$ cat src/core/opcode_decoder_pkg.sv
// Package with instruction field layout, operation enumeration and reset values for the opcode decoder.
package opcode_decoder_pkg;

  // ****************************************************************
  // Widths
  // ****************************************************************
  localparam int INSTR_W = 12;
  localparam int PC_W = 10;
  localparam logic [9:0] PC_RESET = 10'h000;
  localparam logic [9:0] PC_STEP = 10'h001;
  localparam logic [9:0] PC_CALL_STEP = 10'h002;

  // ****************************************************************
  // Field positions and fixed codes
  // ****************************************************************
  localparam int GRP_HI = 11;
  localparam int GRP_LO = 8;
  localparam int MID_HI = 7;
  localparam int MID_LO = 4;
  localparam logic [11:0] CODE_NOP = 12'h000;
  localparam logic [11:0] CODE_HALT_IMM = 12'h111;
  localparam logic [11:0] CODE_STATUS_IMM = 12'h131;
  localparam logic [11:0] CODE_SET_CARRY = 12'hD13;
  localparam logic [11:0] CODE_INC_ACC = 12'hA13;
  localparam logic [11:0] CODE_ROT_ACC = 12'hF13;
  localparam logic [11:0] CODE_CALL_FIRST = 12'h312;
  localparam logic [11:0] CODE_JUMP_DIRECT = 12'h411;
  localparam logic [11:0] CODE_RETURN = 12'h412;
  localparam logic [11:0] CODE_TIMER_IMM = 12'h31F;
  localparam logic [11:0] CODE_TIMER_IND = 12'h33F;

  // ****************************************************************
  // Operation classes
  // ****************************************************************
  typedef enum logic [2:0] {
    ALU_NONE, ALU_AND, ALU_OR, ALU_XOR, ALU_LOAD
  } alu_op_t;

  typedef enum logic [2:0] {
    SRC_NONE, SRC_REG, SRC_IND, SRC_IMM, SRC_PORT, SRC_TIMER
  } src_t;

  typedef enum logic [4:0] {
    OP_NOP, OP_ALU, OP_ACC_TO_REG, OP_ACC_TO_PORT, OP_PORT_IMM, OP_PAIR_IMM, OP_PAIR_IND,
    OP_ACC_TO_TIMER, OP_TIMER_IMM, OP_TIMER_IND, OP_JUMP, OP_CALL, OP_RETURN,
    OP_STATUS_REG, OP_STATUS_IMM, OP_SET_CARRY, OP_HALT, OP_INC_ACC, OP_ROT_ACC
  } op_t;

  typedef enum logic [2:0] {
    COND_ALWAYS, COND_CARRY, COND_NO_CARRY, COND_FLAG, COND_NO_FLAG
  } cond_t;

endpackage

$ cat src/core/ir_remote_mcu_opcode_decoder.sv
// Instruction decoder of the 4-bit remote-control controller, with its program counter sequencing.
`timescale 1ns/100ps

// Behaviour
// - D0x/D2x and-with-register, D10/D30 indirect, D31 immediate.
// - E0x/E2x or-with-register, E10/E30 indirect, E31 immediate.
// - A0x/A2x xor-with-register, A10/A30 indirect, A31 immediate.
// - F18-F1A read high port halves, F38-F3A low halves.
// - 218-21A write high port halves, 238-23A low halves.
// - D/E/A 18-1A and 38-3A combine port with accumulator.
// - 318-31A write immediate to whole port pair.
// - F0x/F2x register to accumulator, F10/F30 indirect, F31 immediate.
// - 20x/22x move accumulator to upper/lower register.
// - 30r loads pair immediate, 32r loads pair through indirect register.
// - 312 then 411 is a call; 412 returns.
// - F1F/F3F read timer parts, 21F/23F write them.
// - 31F loads timer immediate, 33F loads timer through indirect register.
// - 12r sets status from lower register, 131 immediate.
// - D13 sets carry, 000 no operation, 111 standby.
// - Rotate left without serial input copies MSB into LSB.
module ir_remote_mcu_opcode_decoder (
  input wire logic clk,
  input wire logic sys_rst,
  input wire logic [11:0] instr,
  input wire logic instr_valid,
  input wire logic [11:0] next_word,
  input wire logic carry_in,
  input wire logic flag_in,
  input wire logic serial_sel,
  input wire logic [9:0] pair_target,
  input wire logic [9:0] return_addr,
  output logic [9:0] pc,
  output logic [9:0] call_return_addr,
  output logic op_valid,
  output opcode_decoder_pkg::op_t op,
  output opcode_decoder_pkg::alu_op_t alu_op,
  output opcode_decoder_pkg::src_t src,
  output logic [4:0] reg_sel,
  output logic [1:0] port_sel,
  output logic port_high,
  output logic timer_high,
  output logic [3:0] pair_sel,
  output logic rot_msb_to_lsb,
  output logic branch_taken,
  output logic illegal_code
);

  // ****************************************************************
  // Decode combinational logic
  // ****************************************************************

  opcode_decoder_pkg::op_t op_next;
  opcode_decoder_pkg::alu_op_t alu_next;
  opcode_decoder_pkg::src_t src_next;
  opcode_decoder_pkg::cond_t cond_next;
  logic [4:0] reg_next;
  logic [1:0] port_next;
  logic port_high_next;
  logic timer_high_next;
  logic [3:0] pair_next;
  logic known_next;
  logic [3:0] grp;
  logic [3:0] mid;
  logic [3:0] low;

  assign grp = instr[opcode_decoder_pkg::GRP_HI:opcode_decoder_pkg::GRP_LO];
  assign mid = instr[opcode_decoder_pkg::MID_HI:opcode_decoder_pkg::MID_LO];
  assign low = instr[3:0];

  // Maps the leading digit of a logic or load group to its ALU operation.
  function automatic opcode_decoder_pkg::alu_op_t alu_of(input logic [3:0] g);
    unique case (g)
      4'hD: alu_of = opcode_decoder_pkg::ALU_AND;
      4'hE: alu_of = opcode_decoder_pkg::ALU_OR;
      4'hA: alu_of = opcode_decoder_pkg::ALU_XOR;
      4'hF: alu_of = opcode_decoder_pkg::ALU_LOAD;
      default: alu_of = opcode_decoder_pkg::ALU_NONE;
    endcase
  endfunction

  // True for a valid port index 8 to A in the low digit.
  function automatic logic is_port(input logic [3:0] l);
    is_port = (l >= 4'h8) && (l <= 4'hA);
  endfunction

  // Every field except pair_next, which takes the low digit, defaults to an inert value so unlisted codes leave the datapath alone.
  always_comb begin
    op_next = opcode_decoder_pkg::OP_NOP;
    alu_next = opcode_decoder_pkg::ALU_NONE;
    src_next = opcode_decoder_pkg::SRC_NONE;
    cond_next = opcode_decoder_pkg::COND_ALWAYS;
    reg_next = 5'h00;
    port_next = 2'h0;
    port_high_next = 1'b0;
    timer_high_next = 1'b0;
    pair_next = low;
    known_next = 1'b1;
    if (instr == opcode_decoder_pkg::CODE_NOP) begin
      op_next = opcode_decoder_pkg::OP_NOP;
    end else if (instr == opcode_decoder_pkg::CODE_HALT_IMM) begin
      op_next = opcode_decoder_pkg::OP_HALT;
    end else if (instr == opcode_decoder_pkg::CODE_SET_CARRY) begin
      op_next = opcode_decoder_pkg::OP_SET_CARRY;
    end else if (instr == opcode_decoder_pkg::CODE_INC_ACC) begin
      op_next = opcode_decoder_pkg::OP_INC_ACC;
    end else if (instr == opcode_decoder_pkg::CODE_ROT_ACC) begin
      op_next = opcode_decoder_pkg::OP_ROT_ACC;
    end else if (instr == opcode_decoder_pkg::CODE_STATUS_IMM) begin
      op_next = opcode_decoder_pkg::OP_STATUS_IMM;
      src_next = opcode_decoder_pkg::SRC_IMM;
    end else if (grp == 4'h1 && mid == 4'h2) begin
      op_next = opcode_decoder_pkg::OP_STATUS_REG;
      src_next = opcode_decoder_pkg::SRC_REG;
      reg_next = {1'b0, low};
    end else if (instr == opcode_decoder_pkg::CODE_CALL_FIRST) begin
      op_next = opcode_decoder_pkg::OP_CALL;
    end else if (instr == opcode_decoder_pkg::CODE_RETURN) begin
      op_next = opcode_decoder_pkg::OP_RETURN;
    end else if (instr == opcode_decoder_pkg::CODE_TIMER_IMM) begin
      op_next = opcode_decoder_pkg::OP_TIMER_IMM;
      src_next = opcode_decoder_pkg::SRC_IMM;
    end else if (instr == opcode_decoder_pkg::CODE_TIMER_IND) begin
      op_next = opcode_decoder_pkg::OP_TIMER_IND;
      src_next = opcode_decoder_pkg::SRC_IND;
    end else if ((grp == 4'h4 || grp == 4'h6 || grp == 4'h7) && (mid == 4'h1 || mid == 4'h3) && low == 4'h1
                 && !(grp == 4'h4 && mid == 4'h3)) begin
      op_next = opcode_decoder_pkg::OP_JUMP;
      src_next = opcode_decoder_pkg::SRC_IMM;
      cond_next = (grp == 4'h4) ? opcode_decoder_pkg::COND_ALWAYS :
                  (grp == 4'h6) ? ((mid == 4'h1) ? opcode_decoder_pkg::COND_CARRY : opcode_decoder_pkg::COND_NO_CARRY) :
                  ((mid == 4'h1) ? opcode_decoder_pkg::COND_FLAG : opcode_decoder_pkg::COND_NO_FLAG);
    // pair zero is never encoded, so it is rejected here
    end else if ((grp == 4'h4 || grp == 4'h6 || grp == 4'h7) && (mid == 4'h0 || mid == 4'h2) && low != 4'h0
                 && !(grp == 4'h4 && mid == 4'h2)) begin
      op_next = opcode_decoder_pkg::OP_JUMP;
      src_next = opcode_decoder_pkg::SRC_REG;
      cond_next = (grp == 4'h4) ? opcode_decoder_pkg::COND_ALWAYS :
                  (grp == 4'h6) ? ((mid == 4'h0) ? opcode_decoder_pkg::COND_CARRY : opcode_decoder_pkg::COND_NO_CARRY) :
                  ((mid == 4'h0) ? opcode_decoder_pkg::COND_FLAG : opcode_decoder_pkg::COND_NO_FLAG);
    end else if (grp == 4'h3 && mid == 4'h1 && is_port(low)) begin
      op_next = opcode_decoder_pkg::OP_PORT_IMM;
      src_next = opcode_decoder_pkg::SRC_IMM;
      port_next = 2'(low - 4'h8);
    end else if (grp == 4'h3 && (mid == 4'h0 || mid == 4'h2)) begin
      op_next = (mid == 4'h0) ? opcode_decoder_pkg::OP_PAIR_IMM : opcode_decoder_pkg::OP_PAIR_IND;
      src_next = (mid == 4'h0) ? opcode_decoder_pkg::SRC_IMM : opcode_decoder_pkg::SRC_IND;
    end else if (grp == 4'h2 && (mid == 4'h1 || mid == 4'h3) && low == 4'hF) begin
      op_next = opcode_decoder_pkg::OP_ACC_TO_TIMER;
      timer_high_next = (mid == 4'h1);
    end else if (grp == 4'h2 && (mid == 4'h1 || mid == 4'h3) && is_port(low)) begin
      op_next = opcode_decoder_pkg::OP_ACC_TO_PORT;
      port_next = 2'(low - 4'h8);
      port_high_next = (mid == 4'h1);
    end else if (grp == 4'h2 && (mid == 4'h0 || mid == 4'h2)) begin
      op_next = opcode_decoder_pkg::OP_ACC_TO_REG;
      reg_next = {(mid == 4'h0), low};
    end else if (alu_of(grp) != opcode_decoder_pkg::ALU_NONE) begin
      op_next = opcode_decoder_pkg::OP_ALU;
      alu_next = alu_of(grp);
      if (mid == 4'h0 || mid == 4'h2) begin
        src_next = opcode_decoder_pkg::SRC_REG;
        reg_next = {(mid == 4'h0), low};
      end else if ((mid == 4'h1 || mid == 4'h3) && low == 4'h0) begin
        src_next = opcode_decoder_pkg::SRC_IND;
        port_high_next = (mid == 4'h1);
      end else if (mid == 4'h3 && low == 4'h1) begin
        src_next = opcode_decoder_pkg::SRC_IMM;
      end else if ((mid == 4'h1 || mid == 4'h3) && is_port(low)) begin
        src_next = opcode_decoder_pkg::SRC_PORT;
        port_next = 2'(low - 4'h8);
        port_high_next = (mid == 4'h1);
      end else if (grp == 4'hF && (mid == 4'h1 || mid == 4'h3) && low == 4'hF) begin
        src_next = opcode_decoder_pkg::SRC_TIMER;
        timer_high_next = (mid == 4'h1);
      end else begin
        op_next = opcode_decoder_pkg::OP_NOP;
        alu_next = opcode_decoder_pkg::ALU_NONE;
        known_next = 1'b0;
      end
    end else begin
      known_next = 1'b0;
    end
  end

  logic cond_met;
  always_comb begin
    unique case (cond_next)
      opcode_decoder_pkg::COND_ALWAYS: cond_met = 1'b1;
      opcode_decoder_pkg::COND_CARRY: cond_met = carry_in;
      opcode_decoder_pkg::COND_NO_CARRY: cond_met = !carry_in;
      opcode_decoder_pkg::COND_FLAG: cond_met = flag_in;
      default: cond_met = !flag_in;
    endcase
  end

  // ****************************************************************
  // Registered decode outputs
  // ****************************************************************

  // Decoded fields are held one cycle so the datapath sees flip-flop outputs.
  always_ff @(posedge clk or posedge sys_rst) begin
    if (sys_rst) begin
      op_valid <= 1'b0;
      op <= opcode_decoder_pkg::OP_NOP;
      alu_op <= opcode_decoder_pkg::ALU_NONE;
      src <= opcode_decoder_pkg::SRC_NONE;
      reg_sel <= 5'h00;
      port_sel <= 2'h0;
      port_high <= 1'b0;
      timer_high <= 1'b0;
      pair_sel <= 4'h0;
      rot_msb_to_lsb <= 1'b0;
      branch_taken <= 1'b0;
      illegal_code <= 1'b0;
    end else begin
      op_valid <= instr_valid;
      op <= instr_valid ? op_next : opcode_decoder_pkg::OP_NOP;
      alu_op <= instr_valid ? alu_next : opcode_decoder_pkg::ALU_NONE;
      src <= src_next;
      reg_sel <= reg_next;
      port_sel <= port_next;
      port_high <= port_high_next;
      timer_high <= timer_high_next;
      pair_sel <= pair_next;
      // rotate feeds MSB back when serial input is off
      rot_msb_to_lsb <= instr_valid && (op_next == opcode_decoder_pkg::OP_ROT_ACC) && !serial_sel;
      branch_taken <= instr_valid && (op_next == opcode_decoder_pkg::OP_JUMP) && cond_met;
      illegal_code <= instr_valid && !known_next;
    end
  end

  // ****************************************************************
  // Program counter
  // ****************************************************************

  logic [9:0] pc_next;
  logic call_ok;
  assign call_ok = (next_word == opcode_decoder_pkg::CODE_JUMP_DIRECT);

  // A call not followed by its jump word is treated as a plain step, never a branch.
  always_comb begin
    pc_next = pc;
    if (instr_valid) begin
      pc_next = pc + opcode_decoder_pkg::PC_STEP;
      if (op_next == opcode_decoder_pkg::OP_JUMP && cond_met) begin
        pc_next = pair_target;
      end else if (op_next == opcode_decoder_pkg::OP_RETURN) begin
        pc_next = return_addr;
      end else if (op_next == opcode_decoder_pkg::OP_CALL && call_ok) begin
        pc_next = pair_target;
      end
    end
  end

  always_ff @(posedge clk or posedge sys_rst) begin
    if (sys_rst) begin
      pc <= opcode_decoder_pkg::PC_RESET;
      call_return_addr <= opcode_decoder_pkg::PC_RESET;
    end else begin
      pc <= pc_next;
      if (instr_valid && op_next == opcode_decoder_pkg::OP_CALL && call_ok) begin
        call_return_addr <= pc + opcode_decoder_pkg::PC_CALL_STEP;
      end
    end
  end
endmodule

$ cat config.mk
export PLATFORM = sky130hd
export DESIGN_NAME = ir_remote_mcu_opcode_decoder
export DESIGN_NICKNAME = d
export VERILOG_FILES = /design/src/core/opcode_decoder_pkg.sv /design/src/core/ir_remote_mcu_opcode_decoder.sv
export SDC_FILE = /design/constraint.sdc
export NUM_CORES = 1
export LEC_CHECK = 0
export ABC_AREA = 0
export ABC_CLOCK_PERIOD_IN_PS = 2600
export CAP_MARGIN = 40
export CORE_MARGIN = 10
export CORE_UTILIZATION = 30
export DETAILED_ROUTE_END_ITERATION = 6
export DONT_BUFFER_PORTS = 1
export GPL_ROUTABILITY_DRIVEN = 0
export PLACE_DENSITY = 0.51
export REMOVE_ABC_BUFFERS = 1
export SKIP_LAST_GASP = 1
export SLEW_MARGIN = 10
export SYNTH_ARGS = -nofsm -noshare
export SYNTH_HDL_FRONTEND = slang
export SYNTH_SLANG_ARGS = --single-unit
$ cat constraint.sdc
create_clock -name clk -period 2.6 [get_ports clk]
set_input_delay 0.52 -clock clk [delete_from_list [all_inputs] [get_ports clk]]
set_output_delay 0.52 -clock clk [all_outputs]
set_load 0.05 [all_outputs]
Yosys cells after proc, flatten, opt, wreduce, memory -nomap -nowiden
Index checks and enable logic that the tools add are counted.
{"block": "word_totals", "register_bits": 48, "latch_bits": 0, "ram_bits": 0, "mem_bits_ro": 0, "input_bits": 50, "output_inout_bits": 48, "elab_cells": 332, "n_memories": 0}
{"block": "op_classes", "n_addsub": 3, "multipliers": 0, "n_div": 0, "n_lt_le_gt_ge": 2, "eq_ne": 32, "shift": 0, "n_mux": 234, "bitwise": 0, "reduce_logical": 47}
{"cell": "3-bit 2-to-1 mux", "n": 89}
{"cell": "5-bit 2-to-1 mux", "n": 26}
{"cell": "1-bit 2-to-1 mux", "n": 78}
{"cell": "2-bit 2-to-1 mux", "n": 28}
{"cell": "12-bit by 10-bit == test with 1-bit output (second input constant)", "n": 3}
{"cell": "12-bit == test (second input constant)", "n": 3}
{"cell": "4-bit 2-to-1 mux", "n": 8}
{"cell": "1-bit logical AND", "n": 31}
{"cell": "10-bit 2-to-1 mux", "n": 3}
{"cell": "12-bit by 11-bit == test with 1-bit output (second input constant)", "n": 2}
{"cell": "12-bit by 9-bit == test with 1-bit output (second input constant)", "n": 2}
{"cell": "4-bit == test (second input constant)", "n": 5}
{"cell": "4-bit by 2-bit == test with 1-bit output (second input constant)", "n": 4}
{"cell": "5-bit by 4-bit == test with 1-bit output (second input constant)", "n": 3}
{"cell": "4-bit by 1-bit == test with 1-bit output (second input constant)", "n": 3}
{"cell": "4-bit by 3-bit == test with 1-bit output (second input constant)", "n": 3}
{"cell": "12-bit zero test", "n": 1}
{"cell": "3-bit one-hot mux with 4 select lines", "n": 1}
{"cell": "10-bit by 1-bit adder with 10-bit output (second input constant)", "n": 1}
{"cell": "10-bit by 2-bit adder with 10-bit output (second input constant)", "n": 1}
{"cell": "4-bit zero test", "n": 2}
{"cell": "3-bit by 2-bit == test with 1-bit output (second input constant)", "n": 2}
{"cell": "1-bit zero test", "n": 6}
{"cell": "5-bit == test (second input constant)", "n": 1}
{"cell": "9 further kinds", "n": 12}

Depth between registers and ports, before layout
{"block": "depth", "ltp_word": 46, "mapped_depth": 11, "ltp_nobuf": 9}

Least setup slack after synthesis
No wires, ideal clock.
{"block": "synth_timing", "kind": "input port to flip-flop", "from": "in instr[5]", "to": "reg pc[1]", "setup_time_ps": 126, "t_arrival_ps": 2714, "t_required_ps": 2474, "slack_ps": -240, "path_stages": 10, "path_buffers": 1, "cell_sequence": "buf_2 -> nor4_1 -> inv_1 -> ha_1 -> mux2i_1 -> or3b_1 -> mux2_2 -> o21ai_1 -> nor2_1 -> a221o_1"}
{"block": "synth_between", "elab_chain_len": 33, "word_cells_on_any_way": 98, "classes_between": "eq/ne: 18; mux: 50; reduce/logical: 30"}
{"element": "from (decl)", "line_no": "ir_remote_mcu_opcode_decoder.sv:24", "text": "input wire logic [11:0] instr,"}
{"element": "4-bit by 1-bit == test with 1-bit output / 4-bit by 2-bit == test with 1-bit output (equally long branches)"}
{"element": "1-bit logical OR"}
{"element": "1-bit logical AND (2 in series)", "line_no": "ir_remote_mcu_opcode_decoder.sv:172", "text": "end else if (grp == 4'hF && (mid == 4'h1 || mid == 4'h3) && low == 4'hF) begin"}
{"element": "1-bit 2-to-1 mux", "line_no": "ir_remote_mcu_opcode_decoder.sv:172"}
{"element": "1-bit 2-to-1 mux", "line_no": "ir_remote_mcu_opcode_decoder.sv:168", "text": "end else if ((mid == 4'h1 || mid == 4'h3) && is_port(low)) begin"}
{"element": "1-bit 2-to-1 mux", "line_no": "ir_remote_mcu_opcode_decoder.sv:166", "text": "end else if (mid == 4'h3 && low == 4'h1) begin"}
{"element": "1-bit 2-to-1 mux", "line_no": "ir_remote_mcu_opcode_decoder.sv:163", "text": "end else if ((mid == 4'h1 || mid == 4'h3) && low == 4'h0) begin"}
{"element": "1-bit 2-to-1 mux", "line_no": "ir_remote_mcu_opcode_decoder.sv:160", "text": "if (mid == 4'h0 || mid == 4'h2) begin"}
{"element": "(+16 left out)"}
{"element": "5-bit 2-to-1 mux", "line_no": "ir_remote_mcu_opcode_decoder.sv:102", "text": "end else if (instr == opcode_decoder_pkg::CODE_SET_CARRY) begin"}
{"element": "5-bit 2-to-1 mux", "line_no": "ir_remote_mcu_opcode_decoder.sv:100", "text": "end else if (instr == opcode_decoder_pkg::CODE_HALT_IMM) begin"}
{"element": "5-bit 2-to-1 mux", "line_no": "ir_remote_mcu_opcode_decoder.sv:98", "text": "if (instr == opcode_decoder_pkg::CODE_NOP) begin"}
{"element": "5-bit by 4-bit == test with 1-bit output", "line_no": "ir_remote_mcu_opcode_decoder.sv:249", "text": "end else if (op_next == opcode_decoder_pkg::OP_CALL && call_ok) begin"}
{"element": "1-bit logical AND", "line_no": "ir_remote_mcu_opcode_decoder.sv:249"}
{"element": "10-bit 2-to-1 mux", "line_no": "ir_remote_mcu_opcode_decoder.sv:249"}
{"element": "10-bit 2-to-1 mux", "line_no": "ir_remote_mcu_opcode_decoder.sv:247", "text": "end else if (op_next == opcode_decoder_pkg::OP_RETURN) begin"}
{"element": "10-bit 2-to-1 mux (*)", "line_no": "ir_remote_mcu_opcode_decoder.sv:245", "text": "if (op_next == opcode_decoder_pkg::OP_JUMP && cond_met) begin"}
{"element": "to (signal assigned)", "line_no": "ir_remote_mcu_opcode_decoder.sv:257", "text": "pc <= opcode_decoder_pkg::PC_RESET;"}
{"element": "to (signal assigned)", "line_no": "ir_remote_mcu_opcode_decoder.sv:260", "text": "pc <= pc_next;"}
{"element": "to (decl)", "line_no": "ir_remote_mcu_opcode_decoder.sv:32", "text": "output logic [9:0] pc,"}
Mark *: on every way between the ends. The rest lies on a longest branch, timed or not.
A chain may end at the register's enable or synchronous reset.

Final worst setup path
{"block": "layout_timing", "from": "in instr[11]", "to": "reg pc[1]"}
{"block": "layout_between", "elab_chain_len": 45, "word_cells_on_any_way": 116, "classes_between": "eq/ne: 25; mux: 64; reduce/logical: 27"}
{"element": "4-bit == test (on tied branches)", "line_no": "ir_remote_mcu_opcode_decoder.sv:72, ir_remote_mcu_opcode_decoder.sv:172"}
{"element": "3-bit one-hot mux with 4 select lines", "line_no": "ir_remote_mcu_opcode_decoder.sv:72", "text": "unique case (g)"}
{"element": "3-bit 2-to-1 mux", "line_no": "ir_remote_mcu_opcode_decoder.sv:154", "text": "end else if (grp == 4'h2 && (mid == 4'h0 || mid == 4'h2)) begin"}
{"element": "3-bit 2-to-1 mux", "line_no": "ir_remote_mcu_opcode_decoder.sv:150", "text": "end else if (grp == 4'h2 && (mid == 4'h1 || mid == 4'h3) && is_port(low)) begin"}
{"element": "3-bit 2-to-1 mux", "line_no": "ir_remote_mcu_opcode_decoder.sv:147", "text": "end else if (grp == 4'h2 && (mid == 4'h1 || mid == 4'h3) && low == 4'hF) begin"}
{"element": "3-bit 2-to-1 mux", "line_no": "ir_remote_mcu_opcode_decoder.sv:144", "text": "end else if (grp == 4'h3 && (mid == 4'h0 || mid == 4'h2)) begin"}
{"element": "3-bit 2-to-1 mux", "line_no": "ir_remote_mcu_opcode_decoder.sv:140", "text": "end else if (grp == 4'h3 && mid == 4'h1 && is_port(low)) begin"}
{"element": "3-bit 2-to-1 mux", "line_no": "ir_remote_mcu_opcode_decoder.sv:133", "text": "end else if ((grp == 4'h4 || grp == 4'h6 || grp == 4'h7) && (mid == 4'h0 || mid == 4'h2) && low != 4'h0"}
{"element": "(+29 left out)"}
{"element": "5-bit 2-to-1 mux", "line_no": "ir_remote_mcu_opcode_decoder.sv:102"}
{"element": "5-bit 2-to-1 mux", "line_no": "ir_remote_mcu_opcode_decoder.sv:100"}
{"element": "5-bit 2-to-1 mux", "line_no": "ir_remote_mcu_opcode_decoder.sv:98"}
{"element": "5-bit by 4-bit == test with 1-bit output", "line_no": "ir_remote_mcu_opcode_decoder.sv:249"}
{"element": "1-bit logical AND", "line_no": "ir_remote_mcu_opcode_decoder.sv:249"}
{"element": "10-bit 2-to-1 mux", "line_no": "ir_remote_mcu_opcode_decoder.sv:249"}
{"element": "10-bit 2-to-1 mux", "line_no": "ir_remote_mcu_opcode_decoder.sv:247"}
{"element": "10-bit 2-to-1 mux (*)", "line_no": "ir_remote_mcu_opcode_decoder.sv:245"}
Mark *: on every way between the ends. The rest lies on a longest branch, timed or not. The select of a mux whose other input is x is not followed.

==> impl_metrics.yaml <==
sta:
  timing.slew.headroom_pct: 57.26
  tns_ns: 0
  setup_viol: 0
  whs_ns: 0.1674
  fin_skew_ns: 0.01456
  fin_crit_sh_pct: 97.21
  rsz0062_at_grt: "yes"
  final-max-slew-violation-count: 0
  worst_pin_slew_ns: 0.6401
  finalHoldViolCount: 0
  fmax_ghz: 0.3957
  post-route-min-period_ns: 2.527
worst_setup_path:
  ff2ff_setup_slack_ns: 0.63
  cp.required_ns: 2.79
  worst_ep_arrival_time_ns: 2.72
  timing.rr.start: "pc[1]"
  worstRegToRegCells: 8
  cp_max_fo: 12
  crit_path_end_kind: "register"
  crit_type: "input pin to register"
  crit_path_start_kind: "input pin"
  timing.rr.end: "pc[9]"
detailed_routing:
  drt_iter0_drc: 279
  ant_nets: 0
  drc_errors: 0
  num_vias: 2870
  dr.pass1.iters: 4
  drt-total-wl_mm: 10.68
  detail_route.wl_per_cell_um: 20.23
  vias_per_cell: 5.436
synth:
  synth_top_area_share_pct: 37.94
  yosysSeqAreaShare_pct: 37.94
  synth_edf_count: 0
  yosys_warnings: 0
  yosysTopAreaCell: "dfrtp_1"
  ys_types: 60
  yosys_register_bits: 48
  yosys-top-cells-area: "dfrtp_1, nor2_1, mux2_1, nor4b_2, xor2_1"
  syn-mean-instance-area_um2: 9.229
  synthTopCellsByCount: "dfrtp_1, nor2_1, nand2_1"
  synth_most_common_cell: "dfrtp_1"
  syn_inst: 343
  ys.flop_type: "dfrtp_1"
  synth_area_um2: 3166
  async_flop_share_pct: 100.0
grt:
  antenna_found_initial: 0
  grt_first_pass_wirelength_mm: 16.22
  grt_pass1_vias: 2846
  grt.overflow.total: 0
  grt.total_usage_pct: 13.76
  grt_max_degree: 28
cells_and_area:
  drive_gt1_share_pct: 24.23
  fill_cells: 1050
  syn2layout_area_growth_pct: 22.09
  post-route-cell-area_um2: 3865
  final_nets: 446
  n_antenna_cell: 0
  post-route-util_pct: 37.44
  multiInputGateArea_um2: 1858
  regArea_um2: 1201
  stdcell_count: 528
floorplan:
  dieArea_um2: 15060
  start_util_pct: 30.66
  die_h_um: 122.7
  num_rows: 37
  core_area_um2: 10320
  dieWidth_um: 122.7
  io_pins: 98
placed_design:
  dp.cells: 516
  postPlaceCellArea_um2: 3682
  dp_hpwl_mm: 8.190
  numPortBuffers: 0
power:
  leakagePower_nw: 1.689
  p_per_area_nw_per_um2: 593.3
  vdd_drop_max_mv: 0.3422
clock_network:
  clockRootBuffer: "clkbuf_8"
  clkLatencyLatePin_ns: 0.32
  clock_sinks: 48
  cts_tree: "built"
  clk_pin_slew_worst_paths_ns: 0.10
  cts_buffers: 5
  htree_levels: 2
  clk_path_buf_depth: 2
run_status:
  status: "completed"
hold_path:
  hold_class: "input pin to async pin"
run:
  drv_cap: 0
-- metal layers --
| metal | global-route usage, % | up-vias | routed length [µm] | part of all wire, % |
|---|---|---|---|---|
| li1 | - | 1351 | - | - |
| met1 | 17.75 | 1409 | 4533 | 42 |
| met2 | 21.62 | 99 | 5051 | 47 |
| met3 | 3.903 | 11 | 911 | 8.5 |
| met4 | 4.566 | 0 | 185 | 1.7 |
| met5 | 0 | - | 0 | 0 |
-- worst max-delay path: stages --
cell and delay, ns:
and4bb_2 0.42, a32oi_1 0.13, a311oi_1 0.33, buf_4 0.17, nor4b_2 0.06, a2111oi_4 0.33, buf_4 0.22, nor3b_4 0.19
nor3_2 0.06, a221o_1 0.28
-- timing repair --
item / 4_1_cts / 5_1_grt
cloned: 0 / 1
endpoints found under the setup margin: 9 / 19
pin swaps: 0 / 4
gates resized for setup: 2 / 10
buffers inserted: 0 / 4
hold buffers: 0 / 0
-- cell families (layout without fill, tap and decap cells) --
family | Yosys count | after routing | synth area share (%)
AO/OA/AOI/OAI | 63 | 63 | 16.21
XOR/XNOR | 15 | 15 | 4.150
adder cells (fa/ha/maj) | 4 | 4 | 1.581
buffers and inverters | 38 | 87 | 5.336
flip-flops | 48 | 48 | 37.94
multiplexers | 13 | 13 | 4.506
AND/OR/NAND/NOR | 162 | 162 | 30.28
-- registers in the layout, summed over array words and instances, names as in the netlist --
name	count
reg_sel	5
branch_taken	1
op	5
rot_msb_to_lsb	1
pair_sel	4
op_valid	1
illegal_code	1
alu_op	3
port_sel	2
pc	10
timer_high	1
port_high	1
call_return_addr	10
src	3
-- placed cells by master, fill, tap and decap left out, types with 11 or more instances in the layout --
master and n:
buf_4 61, nor3_1 15, nor2_1 32, nand4_1 13
nand3_1 12, nand2_1 19, and3_1 11, inv_1 15
and2_1 13, dfrtp_1 48
-- final cells by class --
class	instances	area share (%)
clock buffer	5	1.781
clock inverter	2	0.3237
inverter	16	1.554
multi-input combinational	257	48.07
sequential	48	31.08
tap	136	4.403
timing repair buffer	64	12.79
-- worst max-delay path by stage --
stage               from  cells past startpoint             endpoint
3_5_place_dp   instr[11]                     10                pc[0]
6_report       instr[11]                     10                pc[1]
4_1_cts        instr[11]                     10                pc[0]
2_1_floorplan   instr[5]                      7  call_return_addr[0]
3_3_place_gp   instr[11]                     10                pc[0]
5_1_grt         instr[6]                     10                pc[1]
-- power breakdown --
part	total, W	internal [W]	switching (W)
clock network	0.000443	0.000183	0.000260
logic	0.000908	0.000352	0.000555
registers	0.000942	0.000815	0.000127
total	0.00229	0.00135	0.000943
-- metrics by stage --
| stage | total power [W] | setup WS (ns) |
|---|---|---|
| 2_1_floorplan | 0.001603 | -0.7257 |
| 3_3_place_gp | 0.001845 | -0.3140 |
| 3_5_place_dp | 0.001855 | -0.3875 |
| 4_1_cts | 0.002304 | 0.01871 |
| 5_1_grt | 0.002440 | -0.06293 |
| 6_report | 0.002293 | 0.07264 |
(Power assumes the default switching activity.)
